### src/hdl/companion_defs.vh
`ifndef COMPANION_DEFS_VH
`define COMPANION_DEFS_VH

// Register addresses
`define ADDR_WDOG_CTRL   8'h0A
`define ADDR_COMP_CTRL   8'h0B
`define ADDR_EVT_CTRL    8'h0C
`define ADDR_CTRA_LO     8'h0D
`define ADDR_CTRA_HI     8'h0E
`define ADDR_CTRB_LO     8'h0F
`define ADDR_CTRB_HI     8'h10
`define ADDR_SERIAL_LO   8'h11
`define ADDR_SERIAL_HI   8'h18

// Event counter control fields
`define EVT_SNAP_BIT     3
`define EVT_CASC_BIT     2
`define EVT_BPOL_BIT     1
`define EVT_APOL_BIT     0

// Companion control fields
`define COMP_LOCK_BIT    7
`define COMP_PROT_HI     4
`define COMP_PROT_LO     3
`define COMP_CHG_BIT     2
`define COMP_TRIP_HI     1
`define COMP_TRIP_LO     0

// Watchdog control fields
`define WDOG_EN_BIT      7
`define WDOG_PER_HI      4
`define WDOG_PER_LO      0

// Array protection codes
`define PROT_NONE        2'h0
`define PROT_QUARTER     2'h1
`define PROT_HALF        2'h2
`define PROT_FULL        2'h3

// Reset values
`define RST_BYTE         8'h00
`define RST_SERIAL       64'h0000000000000000
`define RD_UNMAPPED      8'h00
`define RST_COUNT        16'h0000
`define RST_TRIP         2'h0
`define RST_PERIOD       5'h00
`define RST_BIT          1'b0

// Reserved fields, always stored and read as zero
`define COMP_RSVD_HI     6
`define COMP_RSVD_LO     5
`define RSVD_PAIR        2'h0
`define RSVD_NIBBLE      4'h0
`define SERIAL_IDX_BIAS  3'h1

// Cycles the pin synchroniser needs before its edges mean anything
`define SYNC_FILL_RST    2'h0
`define SYNC_FILL_STEP   2'h1
`define SYNC_FILL_DONE   2'h3

`endif

### src/hdl/edge_counter.v
`timescale 1ns/1ps
`default_nettype none
`include "companion_defs.vh"

module edge_counter #(
    parameter W = 16
) (
    input  wire         sys_clk,
    input  wire         reset,
    input  wire         pinIn,
    input  wire         risingSel,
    input  wire         cascadeMode,
    input  wire         extStep,
    input  wire         wrLo,
    input  wire         wrHi,
    input  wire [7:0]   wrData,
    output wire [W-1:0] count,
    output wire         carry
);
    reg         sync1_reg;
    reg         sync2_reg;
    reg         prev_reg;
    reg [1:0]   fill_reg;
    wire        settled;
    reg [W-1:0] count_reg;
    reg [W-1:0] count_next;
    wire        rise;
    wire        fall;
    wire        step;

    // Pin is asynchronous; two stages before the edge detector
    always @(posedge sys_clk) begin
        if (reset) begin
            sync1_reg <= 1'b0;
            sync2_reg <= 1'b0;
            prev_reg  <= 1'b0;
            fill_reg  <= `SYNC_FILL_RST;
        end else begin
            sync1_reg <= pinIn;
            sync2_reg <= sync1_reg;
            prev_reg  <= sync2_reg;
            if (!settled) begin
                fill_reg <= fill_reg + `SYNC_FILL_STEP;
            end
        end
    end

    // Edges ignored until the chain is full, or a pin resting high looks like a rise
    assign settled = (fill_reg == `SYNC_FILL_DONE);
    assign rise  = settled & sync2_reg & ~prev_reg;
    assign fall  = settled & ~sync2_reg & prev_reg;
    // Own pin polarity ignored in cascade, stepped by the lower counter
    assign step  = cascadeMode ? extStep : (risingSel ? rise : fall); // see RULE1 RULE2 RULE3
    assign carry = step & (&count_reg); // see RULE4
    assign count = count_reg;

    always @* begin
        count_next = count_reg;
        if (step) begin
            count_next = count_reg + {{(W-1){1'b0}}, 1'b1};
        end
        // A host load wins over a coincident edge in the byte it writes; the other byte still takes the step
        if (wrLo) begin
            count_next[7:0] = wrData;
        end
        if (wrHi) begin
            count_next[W-1:8] = wrData[W-9:0];
        end
    end

    always @(posedge sys_clk) begin
        if (reset) begin
            count_reg <= {W{1'b0}};
        end else begin
            count_reg <= count_next;
        end
    end
endmodule
`default_nettype wire

### src/hdl/companion_control_regs.v
// What this block does
// RULE1: Counter B counts falling edges when its polarity bit is 0, rising when 1.
// RULE2: Counter B polarity bit is ignored during cascade but keeps its stored value.
// RULE3: Counter A counts falling edges when its polarity bit is 0, rising when 1.
// RULE4: Cascade joins both counters; B holds upper half, A's input drives counting.
// RULE5: Serial lock makes serial bytes and itself read-only; lock never clears. Here reset clears the lock.
// RULE6: Backup charge enable bit turns trickle charge current on or off.
// RULE7: Protection field blocks array writes: none, lower quarter, lower half, all.
`timescale 1ns/1ps
`default_nettype none
`include "companion_defs.vh"

module companion_control_regs #(
    parameter ARRAY_AW = 15
) (
    input  wire                sys_clk,
    input  wire                reset,
    input  wire [7:0]          regAddr,
    input  wire [7:0]          regWrData,
    input  wire                regWrEn,
    input  wire                regRdEn,
    output reg  [7:0]          regRdData,
    input  wire                ctrAPin,
    input  wire                ctrBPin,
    input  wire [ARRAY_AW-1:0] memWrAddr,
    input  wire                memWrReq,
    output reg                 memWrAllow,
    output reg                 backupChargeEn,
    output reg  [1:0]          supplyTripSel,
    output reg                 wdogEnable,
    output reg  [4:0]          wdogPeriod,
    output reg  [63:0]         serialNumber,
    output reg                 serialLock
);
    reg  [7:0]  wdogCtrl_reg;
    reg  [7:0]  compCtrl_reg;
    reg  [7:0]  evtCtrl_reg;
    reg  [63:0] serial_reg;
    reg  [15:0] snapA_reg;
    reg  [15:0] snapB_reg;
    reg  [7:0]  rdData_next;
    reg         allow_next;
    wire [15:0] countA;
    wire [15:0] countB;
    wire        carryA;
    wire        cascade;
    wire        locked;
    wire        wrWdog;
    wire        wrComp;
    wire        wrEvt;
    wire        wrSerial;
    wire [2:0]  serialIdx;
    wire [1:0]  protSel;
    wire        serialHit;
    wire        wrCtrALo;
    wire        wrCtrAHi;
    wire        wrCtrBLo;
    wire        wrCtrBHi;

    assign cascade   = evtCtrl_reg[`EVT_CASC_BIT];
    assign locked    = compCtrl_reg[`COMP_LOCK_BIT];
    assign protSel   = compCtrl_reg[`COMP_PROT_HI:`COMP_PROT_LO];
    assign wrWdog    = regWrEn & (regAddr == `ADDR_WDOG_CTRL);
    assign wrComp    = regWrEn & (regAddr == `ADDR_COMP_CTRL);
    assign wrEvt     = regWrEn & (regAddr == `ADDR_EVT_CTRL);
    assign serialHit = (regAddr >= `ADDR_SERIAL_LO) & (regAddr <= `ADDR_SERIAL_HI);
    assign wrSerial  = regWrEn & ~locked & serialHit; // see RULE5
    assign serialIdx = regAddr[2:0] - `SERIAL_IDX_BIAS;
    // Counter bytes load the live count; reads return the last snapshot instead
    assign wrCtrALo  = regWrEn & (regAddr == `ADDR_CTRA_LO);
    assign wrCtrAHi  = regWrEn & (regAddr == `ADDR_CTRA_HI);
    assign wrCtrBLo  = regWrEn & (regAddr == `ADDR_CTRB_LO);
    assign wrCtrBHi  = regWrEn & (regAddr == `ADDR_CTRB_HI);

    // Counter A always follows its own pin
    edge_counter #(
        .W (16)
    ) ctrA (
        .sys_clk     (sys_clk),
        .reset       (reset),
        .pinIn       (ctrAPin),
        .risingSel   (evtCtrl_reg[`EVT_APOL_BIT]),
        .cascadeMode (1'b0),
        .extStep     (1'b0),
        .wrLo        (wrCtrALo),
        .wrHi        (wrCtrAHi),
        .wrData      (regWrData),
        .count       (countA),
        .carry       (carryA)
    ); // see RULE3

    // Counter B takes A's carry in cascade; its own pin is then ignored
    edge_counter #(
        .W (16)
    ) ctrB (
        .sys_clk     (sys_clk),
        .reset       (reset),
        .pinIn       (ctrBPin),
        .risingSel   (evtCtrl_reg[`EVT_BPOL_BIT]),
        .cascadeMode (cascade),
        .extStep     (carryA),
        .wrLo        (wrCtrBLo),
        .wrHi        (wrCtrBHi),
        .wrData      (regWrData),
        .count       (countB),
        .carry       ()
    ); // see RULE1 RULE2 RULE4

    always @(posedge sys_clk) begin
        if (reset) begin
            wdogCtrl_reg <= `RST_BYTE;
            compCtrl_reg <= `RST_BYTE;
            evtCtrl_reg  <= `RST_BYTE;
        end else begin
            if (wrWdog) begin
                wdogCtrl_reg <= {regWrData[`WDOG_EN_BIT], `RSVD_PAIR,
                                 regWrData[`WDOG_PER_HI:`WDOG_PER_LO]};
            end
            if (wrComp) begin
                // Lock is sticky: once set a write can neither clear it nor change it
                compCtrl_reg[`COMP_LOCK_BIT] <= locked | regWrData[`COMP_LOCK_BIT]; // see RULE5
                compCtrl_reg[`COMP_RSVD_HI:`COMP_RSVD_LO] <= `RSVD_PAIR;
                compCtrl_reg[`COMP_PROT_HI:`COMP_PROT_LO] <=
                    regWrData[`COMP_PROT_HI:`COMP_PROT_LO]; // see RULE7
                compCtrl_reg[`COMP_CHG_BIT] <= regWrData[`COMP_CHG_BIT]; // see RULE6
                compCtrl_reg[`COMP_TRIP_HI:`COMP_TRIP_LO] <=
                    regWrData[`COMP_TRIP_HI:`COMP_TRIP_LO];
            end
            if (wrEvt) begin
                evtCtrl_reg <= {`RSVD_NIBBLE, regWrData[`EVT_SNAP_BIT:`EVT_APOL_BIT]};
            end else begin
                evtCtrl_reg[`EVT_SNAP_BIT] <= `RST_BIT;
            end
        end
    end

    // Snapshot bit stays set for one cycle, then the copy is taken and it clears
    always @(posedge sys_clk) begin
        if (reset) begin
            snapA_reg <= `RST_COUNT;
            snapB_reg <= `RST_COUNT;
        end else if (evtCtrl_reg[`EVT_SNAP_BIT]) begin
            snapA_reg <= countA;
            snapB_reg <= countB;
        end
    end

    // Serial bytes freeze once the lock is set
    always @(posedge sys_clk) begin
        if (reset) begin
            serial_reg <= `RST_SERIAL;
        end else if (wrSerial) begin
            serial_reg[serialIdx*8 +: 8] <= regWrData; // see RULE5
        end
    end

    always @* begin
        rdData_next = `RD_UNMAPPED;
        case (regAddr)
            `ADDR_WDOG_CTRL: rdData_next = wdogCtrl_reg;
            `ADDR_COMP_CTRL: rdData_next = compCtrl_reg;
            `ADDR_EVT_CTRL:  rdData_next = evtCtrl_reg;
            `ADDR_CTRA_LO:   rdData_next = snapA_reg[7:0];
            `ADDR_CTRA_HI:   rdData_next = snapA_reg[15:8];
            `ADDR_CTRB_LO:   rdData_next = snapB_reg[7:0];
            `ADDR_CTRB_HI:   rdData_next = snapB_reg[15:8];
            default: begin
                if (serialHit) begin
                    rdData_next = serial_reg[serialIdx*8 +: 8];
                end
            end
        endcase
    end

    // Protected region always starts at array address zero
    always @* begin
        allow_next = memWrReq;
        case (protSel)
            `PROT_NONE:    allow_next = memWrReq;
            `PROT_QUARTER: allow_next = memWrReq & (memWrAddr[ARRAY_AW-1:ARRAY_AW-2] != 2'h0);
            `PROT_HALF:    allow_next = memWrReq & memWrAddr[ARRAY_AW-1];
            `PROT_FULL:    allow_next = 1'b0;
            default:       allow_next = 1'b0;
        endcase
    end // see RULE7

    // Read data holds between reads, so the front end may fetch it late
    always @(posedge sys_clk) begin
        if (reset) begin
            regRdData <= `RD_UNMAPPED;
        end else if (regRdEn) begin
            regRdData <= rdData_next;
        end
    end

    // Gating is registered: the array sees the answer one cycle after its request
    always @(posedge sys_clk) begin
        if (reset) begin
            memWrAllow <= `RST_BIT;
        end else begin
            memWrAllow <= allow_next; // see RULE7
        end
    end

    always @(posedge sys_clk) begin
        if (reset) begin
            backupChargeEn <= `RST_BIT;
            supplyTripSel  <= `RST_TRIP;
            wdogEnable     <= `RST_BIT;
            wdogPeriod     <= `RST_PERIOD;
            serialNumber   <= `RST_SERIAL;
            serialLock     <= `RST_BIT;
        end else begin
            backupChargeEn <= compCtrl_reg[`COMP_CHG_BIT]; // see RULE6
            supplyTripSel  <= compCtrl_reg[`COMP_TRIP_HI:`COMP_TRIP_LO];
            wdogEnable     <= wdogCtrl_reg[`WDOG_EN_BIT];
            wdogPeriod     <= wdogCtrl_reg[`WDOG_PER_HI:`WDOG_PER_LO];
            serialNumber   <= serial_reg;
            serialLock     <= locked;
        end
    end
endmodule
`default_nettype wire

### config.mk
export PLATFORM = sky130hd
export DESIGN_NAME = companion_control_regs
export DESIGN_NICKNAME = d
export VERILOG_FILES = /design/src/hdl/edge_counter.v /design/src/hdl/companion_control_regs.v
export VERILOG_INCLUDE_DIRS = /design/src /design/src/hdl
export SDC_FILE = /design/constraint.sdc
export NUM_CORES = 1
export LEC_CHECK = 0
export ABC_AREA = 1
export BUFFER_PORTS_ARGS = -buffer_cell sky130_fd_sc_hd__buf_2
export CORE_MARGIN = 4
export CORE_UTILIZATION = 41
export CTS_BUF_LIST = sky130_fd_sc_hd__clkbuf_2
export DETAILED_ROUTE_END_ITERATION = 8
export GPL_TIMING_DRIVEN = 0
export SYNTH_ARGS = -nofsm -noshare
export SYNTH_HDL_FRONTEND = slang
export SYNTH_HIERARCHICAL = 1
export SYNTH_SLANG_ARGS = --single-unit
export TNS_END_PERCENT = 50
### constraint.sdc
create_clock -name sys_clk -period 4.4 [get_ports sys_clk]
set_input_delay 1.1 -clock sys_clk [delete_from_list [all_inputs] [get_ports sys_clk]]
set_output_delay 1.1 -clock sys_clk [all_outputs]
set_load 0.02 [all_outputs]
==> qor.csv, run 1 <==
stage,metric,value,unit
status,status,completed,
clock_tree,number of buffers created by CTS,60,
worst_setup_path,"Buf+Inv Stages, Crit Path",6,
synthesis,Syn Std Cell Area,10970,um^2
clock_tree,post-CTS sizing,0,
clock_tree,CTS tree,done,
synthesis,average cell area after synthesis,6.764,um^2
drt,"antenna viol nets, final",0,
worst_setup_path,WP data arrival,3.58,ns
power_and_ir_drop,Overall Power,0.004048,W
floorplan,die area,29440,um^2
drt,vias per cell,4.877,
drt,Routed WL,33140,um
clock_tree,CTS sink count,237,
clock_tree,Post-CTS Setup Repair Bufs,0,
power_and_ir_drop,Pwr per Cell Area,324.5,nW/um^2
clock_tree,clock tree buffer depth,3,
drt,vias,10600,
finish,fillcell total,2849,
clock_tree,H-Tree Level Count,2,
worst_setup_path,CP max stage delay,0.43,ns
sta,smallest hold slack,0.4047,ns
global_route,largest net degree at the start of global routing,17,
clock_tree,clk slew on worst S/H paths,0.09,ns
worst_setup_path,"delay-heaviest family, CP",buffers and inverters,
min_path,worst hold stages,2,
sta,final worst-path cycle share,65.51,%
worst_setup_path,WP data required,5.09,ns
power_and_ir_drop,Peak VDD IR,0.1465,mV
worst_setup_path,CP Depth,13,
worst_setup_path,CP Cell Sequence,buf_2 > inv_2 > buf_2 > ha_1 > xnor2_2 > buf_6 > ha_1 > inv_1 > nor3_2 > nand3_4 > buf_6 > nand2_1 > o21ai_1,
global_route,initial antenna violation count,2,
floorplan,I/O pin total,121,
clock_tree,root buf cell,clkbuf_2,
global_route,gr usage total,22.10,%
worst_setup_path,Setup crit end kind,register,
sta,Clock Skew,0.1097,ns
floorplan,Die X,171.6,um
finish,Synth-to-Final Area Change,13.68,%
sta,RSZ-0062 raised after global routing,false,
drt,DRC Markers,0,
power_and_ir_drop,Leak Pwr,5.652,nW
sta,"Slew Viols, Final",0,
drt,drt initial violations,616,
min_path,worst min-delay path class,reg -> reg,
floorplan,CORE AREA,26210,um^2
drt,First-pass DRT Iterations,5,
floorplan,height of the chip,171.6,um
synthesis,cell count after synthesis,1622,
finish,multi-input logic area,5179,um^2
worst_setup_path,WS Path Type,in -> reg,
synthesis,Synthesis Warnings,6,
sta,# setup viols final,0,
finish,share of layout cells above drive strength 1,15.61,%
worst_setup_path,startpoint type of the worst setup path,input port,
worst_setup_path,Critical-path top delay cell,ha_1,
placed_design,# port buffers,104,
sta,Slew HR,50.55,%
placed_design,DP HPWL,24810,um
global_route,vias in the first global route,9952,
finish,Layout Nets,1841,
placed_design,placed insts,2063,
floorplan,row count,59,
sta,setup_tns,0,ns
clock_tree,"Clk Latency, worst-skew pair",0.89,ns
placed_design,GPL Wtd Cong,0.9778,
sta,Worst Max-Slew Pin Slew,0.7418,ns
finish,sequential cell area,4745,um^2
sta,FMAX,346.9,MHz
clock_tree,"Hold-fix buffers, CTS",0,
finish,Non-Filler Instances,2174,
global_route,first-pass GRT wire length,51280,um
global_route,gr ovfl total,0,
drt,WL/cell,15.24,um
worst_setup_path,worst-path fanout max,12,
sta,setup ws final,1.518,ns
floorplan,Initial Utilization,41.87,%
placed_design,pre-CTS setup slack,0.6610,ns
sta,Tmin final,2.882,ns
sta,Final Hold Viols,0,
worst_setup_path,FF-to-FF path depth,13,
job,count of max-cap constraint violations,0,
-- tightest hold or removal path, stage by stage, from the launching register on --
cell,delay [ns]
dfxtp_1,0.30
inv_1,0.04
nor2_1,0.03
-- area by class of cell --
type,instances,area share (%)
Antenna cell,1,0.02006
Buffer,59,2.417
Clock buffer,86,3.451
Clock inverter,24,0.9730
Inverter,198,6.049
Multi-Input combinational cell,1130,41.52
Sequential cell,237,38.04
Tap cell,335,3.360
Timing Repair Buffer,104,4.173
-- report_power, final --
group          internal [W]  switching (W)  leakage [nW]  total [W]
Clock              0.000588       0.000901         0.410    0.00149
Combinational      0.000101       0.000264          3.33   0.000366
Sequential          0.00217      0.0000223          1.91    0.00219
-- final timing paths --
| path | from | to | slack (ns) |
|---|---|---|---|
| max reg2reg | ctrA/count[1] | ctrB/count[1] | 1.85 |
| max | regAddr[0] | serial_reg[32] | 1.52 |
| min | ctrA/sync1_reg | ctrA/sync2_reg | 0.40 |
| min reg2reg | ctrA/sync1_reg | ctrA/sync2_reg | 0.40 |
-- through the flow --
| step | util, % | instance area, um^2 |
|---|---|---|
| final | 47.60 | 12470 |
| after global routing | 47.60 | 12470 |
| after CTS | 47.59 | 12470 |
| after detailed placement | 45.48 | 11920 |
| after global placement | 45.48 | 11920 |
| after floorplan | - | 10980 |
-- layer usage --
layer / vias up / GRT usage, % / share of wire (%)
li1: 5452 / - / -
met1: 4722 / 27.11 / 43
met2: 331 / 37.33 / 47
met3: 95 / 3.792 / 5.6
met4: 2 / 11.23 / 4.8
met5: - / 0 / 0.045
-- placed cells by master (no fill, tap or decap), types with 13 or more instances in the layout --
cell type and n:
nor2_1 374, nand2_1 359, dfxtp_1 237, inv_1 177, buf_2 120, o21ai_0 96, clkbuf_2 86, nand3_1 84
a21oi_1 49, nand4_1 41, clkbuf_1 32, nor3_1 28, clkinv_1 25, o21ai_1 17, nand2_2 15, inv_2 14
ha_1 13
Note: power is estimated with default switching activity, not from simulation.
==> run 2: changes to the inputs <==
--- a/config.mk
+++ b/config.mk
@@ -6,7 +6,7 @@
 export SDC_FILE = /design/constraint.sdc
 export NUM_CORES = 1
 export LEC_CHECK = 0
-export ABC_AREA = 1
+export ABC_AREA = 0
 export BUFFER_PORTS_ARGS = -buffer_cell sky130_fd_sc_hd__buf_2
 export CORE_MARGIN = 4
 export CORE_UTILIZATION = 41
==> constraint.sdc (replaced) <==
create_clock -name sys_clk -period 2.8 [get_ports sys_clk]
set_input_delay 0.7 -clock sys_clk [delete_from_list [all_inputs] [get_ports sys_clk]]
set_output_delay 0.7 -clock sys_clk [all_outputs]
set_load 0.02 [all_outputs]
==> run 2 against run 1 <==
Clock skew fell by 0.031 ns. Die area fell by 13%. Setup slack got worse by 1.5 ns. Total power rose by 54%. Core utilization rose by 1.6 points. Sequential share of layout area rose by 4.5 points. Cell count fell by 31%. Sequential cell count did not move. Critical path type unchanged. Critical endpoint is now serial_reg[44]. Largest cell class is now sequential cells. Largest power group unchanged.
==> qor.csv, run 2 <==
stage,metric,value,unit,change
status,status,completed,,
drt,Routed WL,28400,um,-14%
floorplan,CORE AREA,22710,um^2,-13%
floorplan,die area,25620,um^2,-13%
sta,"Slew Viols, Final",0,,unchanged
worst_setup_path,startpoint type of the worst setup path,input port,,
floorplan,Initial Utilization,41.74,%,-0.13 points
worst_setup_path,WS Path Type,in -> reg,,
sta,# setup viols final,0,,unchanged
sta,Clock Skew,0.07895,ns,-0.03075 ns
finish,most frequent cells in the layout,"237 x dfxtp_1, 118 x nand2_1, 112 x buf_2",,
clock_tree,clk slew on worst S/H paths,0.10,ns,about the same
finish,"most common cell after layout, fill and taps aside",dfxtp_1,,
finish,Non-Filler Instances,1507,,-31%
power_and_ir_drop,Leak Pwr,4.498,nW,-20%
floorplan,row count,55,,-6.8%
drt,First-pass DRT Iterations,7,,+2
floorplan,height of the chip,160.1,um,-6.7%
drt,WL/cell,18.85,um,+24%
floorplan,I/O pin total,121,,unchanged
synthesis,average cell area after synthesis,9.536,um^2,+41%
synthesis,cell count after synthesis,994,,-39%
drt,drt initial violations,518,,-16%
worst_setup_path,WP data required,3.55,ns,-1.54 ns
worst_setup_path,WP data arrival,3.50,ns,-0.08 ns
drt,vias per cell,5.301,,+8.7%
clock_tree,clock tree buffer depth,3,,unchanged
global_route,initial antenna violation count,2,,unchanged
clock_tree,root buf cell,clkbuf_2,,
synthesis,Syn Std Cell Area,9479,um^2,-14%
synthesis,Synthesis Warnings,6,,unchanged
job,count of max-cap constraint violations,0,,unchanged
global_route,gr usage total,21.66,%,-0.44 points
finish,Synth-to-Final Area Change,17.75,%,
clock_tree,CTS tree,done,,
placed_design,DP HPWL,20360,um,-18%
global_route,gr ovfl total,0,,unchanged
global_route,largest net degree at the start of global routing,18,,+1
sta,Tmin final,2.741,ns,
clock_tree,CTS sink count,237,,unchanged
worst_setup_path,Setup crit end kind,register,,
sta,final worst-path cycle share,97.90,%,
sta,Final Hold Viols,0,,unchanged
power_and_ir_drop,Pwr per Cell Area,559.1,nW/um^2,+72%
power_and_ir_drop,Peak VDD IR,0.2947,mV,+100%
clock_tree,"Clk Latency, worst-skew pair",0.88,ns,about the same
sta,RSZ-0062 raised after global routing,true,,
finish,"Core Util, Final",49.15,%,+1.6 points
floorplan,Die X,160.1,um,-6.7%
placed_design,GPL Wtd Cong,0.8916,,-8.8%
placed_design,# port buffers,106,,+1.9%
worst_setup_path,worst-path fanout max,12,,unchanged
drt,vias,7988,,-25%
global_route,vias in the first global route,7784,,-22%
sta,Worst Max-Slew Pin Slew,1.081,ns,+0.3388 ns
sta,FMAX,364.8,MHz,
clock_tree,number of buffers created by CTS,59,,-1.7%
drt,DRC Markers,0,,unchanged
finish,share of layout cells above drive strength 1,20.66,%,+5.0 points
global_route,first-pass GRT wire length,43730,um,-15%
placed_design,placed insts,1387,,-33%
clock_tree,H-Tree Level Count,2,,unchanged
finish,Layout Nets,1225,,-33%
sta,Slew HR,27.81,%,-23 points
drt,"antenna viol nets, final",0,,unchanged
min_path,worst min-delay path class,in -> reg,,
-- run 2: cell types whose count changed in the layout (fill, tap and decap cells not counted), moves of 17 or more --
| cell | previous run | this run |
|---|---|---|
| a211oi_1 | 0 | 18 |
| nor2_1 | 374 | 45 |
| nor3_1 | 28 | 4 |
| xnor2_1 | 2 | 19 |
| nand4_1 | 41 | 8 |
| nor2b_1 | 0 | 85 |
| o21ai_0 | 96 | 71 |
| a21oi_1 | 49 | 31 |
| nand2_1 | 359 | 118 |
| nand3_1 | 84 | 18 |
| inv_1 | 177 | 21 |
| mux2i_1 | 0 | 46 |
-- run 2: repair_timing --
item / 4_1_cts / 5_1_grt
pin swaps: 0 / 3
gates resized for setup: 1 / 6
hold endpoints to repair: 2 / 0
hold buffers: 2 / 0
buffers inserted: 0 / 9
gates cloned: 0 / 0
setup endpoints to repair: 2 / 73
-- run 2: path summary, 6_finish.rpt --
check / slack (ns) / endpoint / cells after the start / from
setup / recovery: 0.06 / serial_reg[44] / 13 / regAddr[0]
hold / removal: 0.11 / ctrB/sync1_reg / 2 / ctrBPin
setup reg to reg: 0.22 / ctrB/count[14] / 10 / ctrA/fill_reg[0]
hold reg to reg: 0.45 / ctrA/sync2_reg / 1 / ctrA/sync1_reg
-- run 2: worst max-delay path, cell delays in order --
cell and delay [ns]:
buf_2 0.24, clkinvlp_4 0.24, clkbuf_8 0.22, ha_2 0.23, xor2_4 0.24, inv_2 0.12, clkbuf_2 0.23, ha_4 0.29
a31oi_2 0.24, nand3_1 0.29, clkbuf_4 0.30, nand2_1 0.08, o21ai_0 0.07
-- run 2: layout make-up --
type	instances	area, um^2
clock inverters	27	168.9
multi-input cells	678	4522
repair buffers	117	618.1
inverters	23	90.09
clock buffers	80	400.4
well taps	285	356.6
flip-flops and latches	237	4745
diodes	2	5.005
plain buffers	58	256.5
fillers	2266	11550
-- run 2: per-layer routing --
metal | track usage, % | vias to the layer above | share of wire [%]
met1 | 28.44 | 3706 | 44
li1 | - | 3919 | -
met5 | 0 | - | 0.025
met2 | 35.36 | 300 | 47
met4 | 8.135 | 2 | 2.7
met3 | 4.387 | 61 | 6.7
-- run 2: report_power, final --
part	total [W]	internal, W	switching, W
logic	0.000420	0.000139	0.000281
registers	0.00342	0.00340	0.0000192
clock network	0.00241	0.000984	0.00142
-- run 2: per-stage QoR --
stage | hold slack (ns) | TNS [ns] | area [um^2] | power [W] | worst slack (ns)
5_1_grt | 0.08991 | -0.1372 | 11160 | 0.006528 | -0.03708
3_5_place_dp | 0.4278 | -76.08 | 10480 | 0.003893 | -0.9608
6_report | 0.1063 | 0 | 11160 | 0.006241 | 0.05871
3_3_place_gp | 0.4182 | -73.70 | 10480 | 0.003887 | -0.9271
4_1_cts | 0.01826 | 0 | 11080 | 0.006309 | 0.007286
2_1_floorplan | 0.4138 | -0.4010 | 9597 | 0.003741 | -0.01781
==> run 3: changes to the inputs <==
==> constraint.sdc (replaced) <==
create_clock -name sys_clk -period 3.2 [get_ports sys_clk]
set_input_delay 0.16 -clock sys_clk [delete_from_list [all_inputs] [get_ports sys_clk]]
set_output_delay 0.16 -clock sys_clk [all_outputs]
set_load 0.02 [all_outputs]
==> run 3 against run 2 <==
Largest power group unchanged. Critical path type unchanged. Clock skew up 0.00077 ns. Routed wire length down 2.0%. Global-route usage down 0.19 points. Combinational power down 13%. Clock power down 24%. Sequential share of layout area up 0.30 points. Critical path depth down 5. Register-to-register slack better by 0.15 ns. Via count down 1.9%. Count of clock-buffer cells in the layout up 2. Hold slack worse by 0.0044 ns.
==> qor.csv, run 3 (synthesis gave the netlist of run 2 again) <==
stage,metric,value,unit,change
clock_tree,clk slew on worst S/H paths,0.12,ns,+0.02 ns
clock_tree,H-Tree Level Count,2,,unchanged
worst_setup_path,CP Cell Sequence,dlygate4sd3_1 > buf_2 > or4b_1 > dlygate4sd3_1 > nor3_1 > nand3_1 > a31oi_1 > dlygate4sd3_1,,
sta,final worst-path cycle share,99.21,%,
drt,First-pass DRT Iterations,5,,-2
drt,Routed WL,27840,um,-2.0%
global_route,Top Usage Layer GRT,met2,,
worst_setup_path,crit-path most repeated cell,dlygate4sd3_1,,
worst_setup_path,WP data arrival,3.97,ns,+0.47 ns
global_route,met3 usage,4.232,%,-0.15 points
worst_setup_path,Setup crit end kind,register,,
floorplan,row count,55,,unchanged
clock_tree,clock tree buffer depth,3,,unchanged
finish,"most common cell after layout, fill and taps aside",dfxtp_1,,
floorplan,Die X,160.1,um,unchanged
job,count of max-cap constraint violations,0,,unchanged
floorplan,Initial Utilization,41.74,%,unchanged
worst_setup_path,CP max stage delay,0.81,ns,+0.51 ns
sta,Clock Skew,0.07973,ns,+0.0007747 ns
drt,DRC Markers,0,,unchanged
global_route,largest net degree at the start of global routing,18,,unchanged
worst_setup_path,WP data required,3.99,ns,+0.44 ns
placed_design,placed cell area,10370,um^2,-1.1%
sta,Tmin final,3.175,ns,
sta,Worst Max-Slew Pin Slew,1.053,ns,-0.02755 ns
worst_setup_path,"Buf+Inv Stages, Crit Path",4,,-2
global_route,gr ovfl total,0,,unchanged
sta,RSZ-0062 raised after global routing,false,,
drt,"antenna viol nets, final",0,,unchanged
clock_tree,root buf cell,clkbuf_2,,
worst_setup_path,worst-path fanout max,8,,-4
clock_tree,Post-CTS Setup Repair Bufs,0,,unchanged
drt,WL/cell,18.52,um,-1.7%
global_route,first-pass GRT wire length,43460,um,-0.62%
power_and_ir_drop,Peak VDD IR,0.1889,mV,-36%
floorplan,die area,25620,um^2,unchanged
global_route,GR Layer Usage met1,28.39,%,-0.044 points
sta,"Slew Viols, Final",0,,unchanged
drt,drt initial violations,551,,+6.4%
worst_setup_path,startpoint type of the worst setup path,input port,,
floorplan,I/O pin total,121,,unchanged
finish,share of layout cells above drive strength 1,18.00,%,-2.7 points
global_route,vias in the first global route,7700,,-1.1%
finish,Synth-to-Final Area Change,16.92,%,
placed_design,# port buffers,106,,unchanged
power_and_ir_drop,Overall Power,0.005190,W,-17%
power_and_ir_drop,Leak Pwr,4.468,nW,-0.67%
sta,Slew HR,29.65,%,+1.8 points
clock_tree,"Clk Latency, worst-skew pair",0.86,ns,-0.02 ns
status,status,completed,,
worst_setup_path,"delay-heaviest family, CP",buffers and inverters,,
finish,Layout Nets,1235,,+0.82%
power_and_ir_drop,Pwr per Cell Area,468.3,nW/um^2,-16%
clock_tree,number of buffers created by CTS,58,,-1.7%
worst_setup_path,WS Path Type,in -> reg,,
placed_design,DP HPWL,20060,um,-1.5%
floorplan,height of the chip,160.1,um,unchanged
sta,smallest hold slack,0.1019,ns,-0.004405 ns
min_path,worst min-delay path class,in -> reg,,
global_route,met2 Use GR,35.59,%,+0.23 points
floorplan,CORE AREA,22710,um^2,unchanged
worst_setup_path,Critical-path top delay cell,nor3_1,,
placed_design,GPL Wtd Cong,0.9516,,+6.7%
finish,most frequent cells in the layout,"237 x dfxtp_1, 118 x nand2_1, 111 x buf_2",,
drt,vias per cell,5.216,,-1.6%
global_route,initial antenna violation count,1,,-1
global_route,gr usage total,21.47,%,-0.19 points
sta,Final Hold Viols,0,,unchanged
sta,# setup viols final,0,,unchanged
clock_tree,CTS sink count,237,,unchanged
clock_tree,CTS tree,done,,
drt,vias,7839,,-1.9%
sta,FMAX,315.0,MHz,
finish,final instance area,11080,um^2,-0.71%
-- run 3: cell type report --
class,instances,area (um^2)
diodes,1,2.502
plain buffers,57,220.2
clock buffers,82,410.4
clock inverters,11,52.55
fillers,2271,11630
inverters,23,86.33
multi-input cells,678,4449
flip-flops and latches,237,4745
well taps,285,356.6
repair buffers,129,760.7
-- run 3: final timing paths --
| path | start | endpoint | slack, ns | cells past startpoint |
|---|---|---|---|---|
| worst max register to register | evtCtrl_reg[0] | ctrB/count[1] | 0.37 | 9 |
| worst max-delay path | regAddr[7] | regRdData[1] | 0.03 | 8 |
| worst min-delay path | ctrAPin | ctrA/sync1_reg | 0.10 | 3 |
| worst min register to register | ctrB/sync1_reg | ctrB/sync2_reg | 0.45 | 1 |
-- run 3: power by group --
part           internal [W]  switching (W)  total (W)
clock network      0.000681        0.00116    0.00184
registers           0.00297      0.0000173    0.00299
logic              0.000124       0.000241   0.000365
total               0.00378        0.00141    0.00519
-- run 3: routing by layer --
| metal | vias to the layer above | wire length, um |
|---|---|---|
| met2 | 268 | 13160 |
| met4 | 0 | 592 |
| met1 | 3633 | 12410 |
| met3 | 35 | 1669 |
| met5 | - | 0 |
| li1 | 3903 | - |
-- run 3: through the flow --
| step | utilization (%) | instances | TNS, ns | worst slack, ns |
|---|---|---|---|---|
| 6_report | 48.80 | 1503 | 0 | 0.02513 |
| 5_1_grt | 48.80 | 1503 | 0 | 0.04686 |
| 4_1_cts | 48.76 | 1503 | 0 | 0.08866 |
| 3_5_place_dp | 45.68 | 1387 | -53.26 | -1.090 |
| 3_3_place_gp | 45.68 | 1387 | -52.63 | -1.036 |
| 2_1_floorplan | - | 996 | 0 | 0.3541 |
-- run 3: what timing repair did --
item / in CTS / in global routing
hold endpoints to repair: 123 / 0
endpoints found under the setup margin: 16 / 39
hold buffers: 23 / 0
resized for setup: 1 / 1
pin swaps: 0 / 0
-- run 3: tightest hold or removal path, cell delays in order --
cell	delay, ns
dlygate4sd3_1	0.52
buf_2	0.09
nor2b_1	0.10
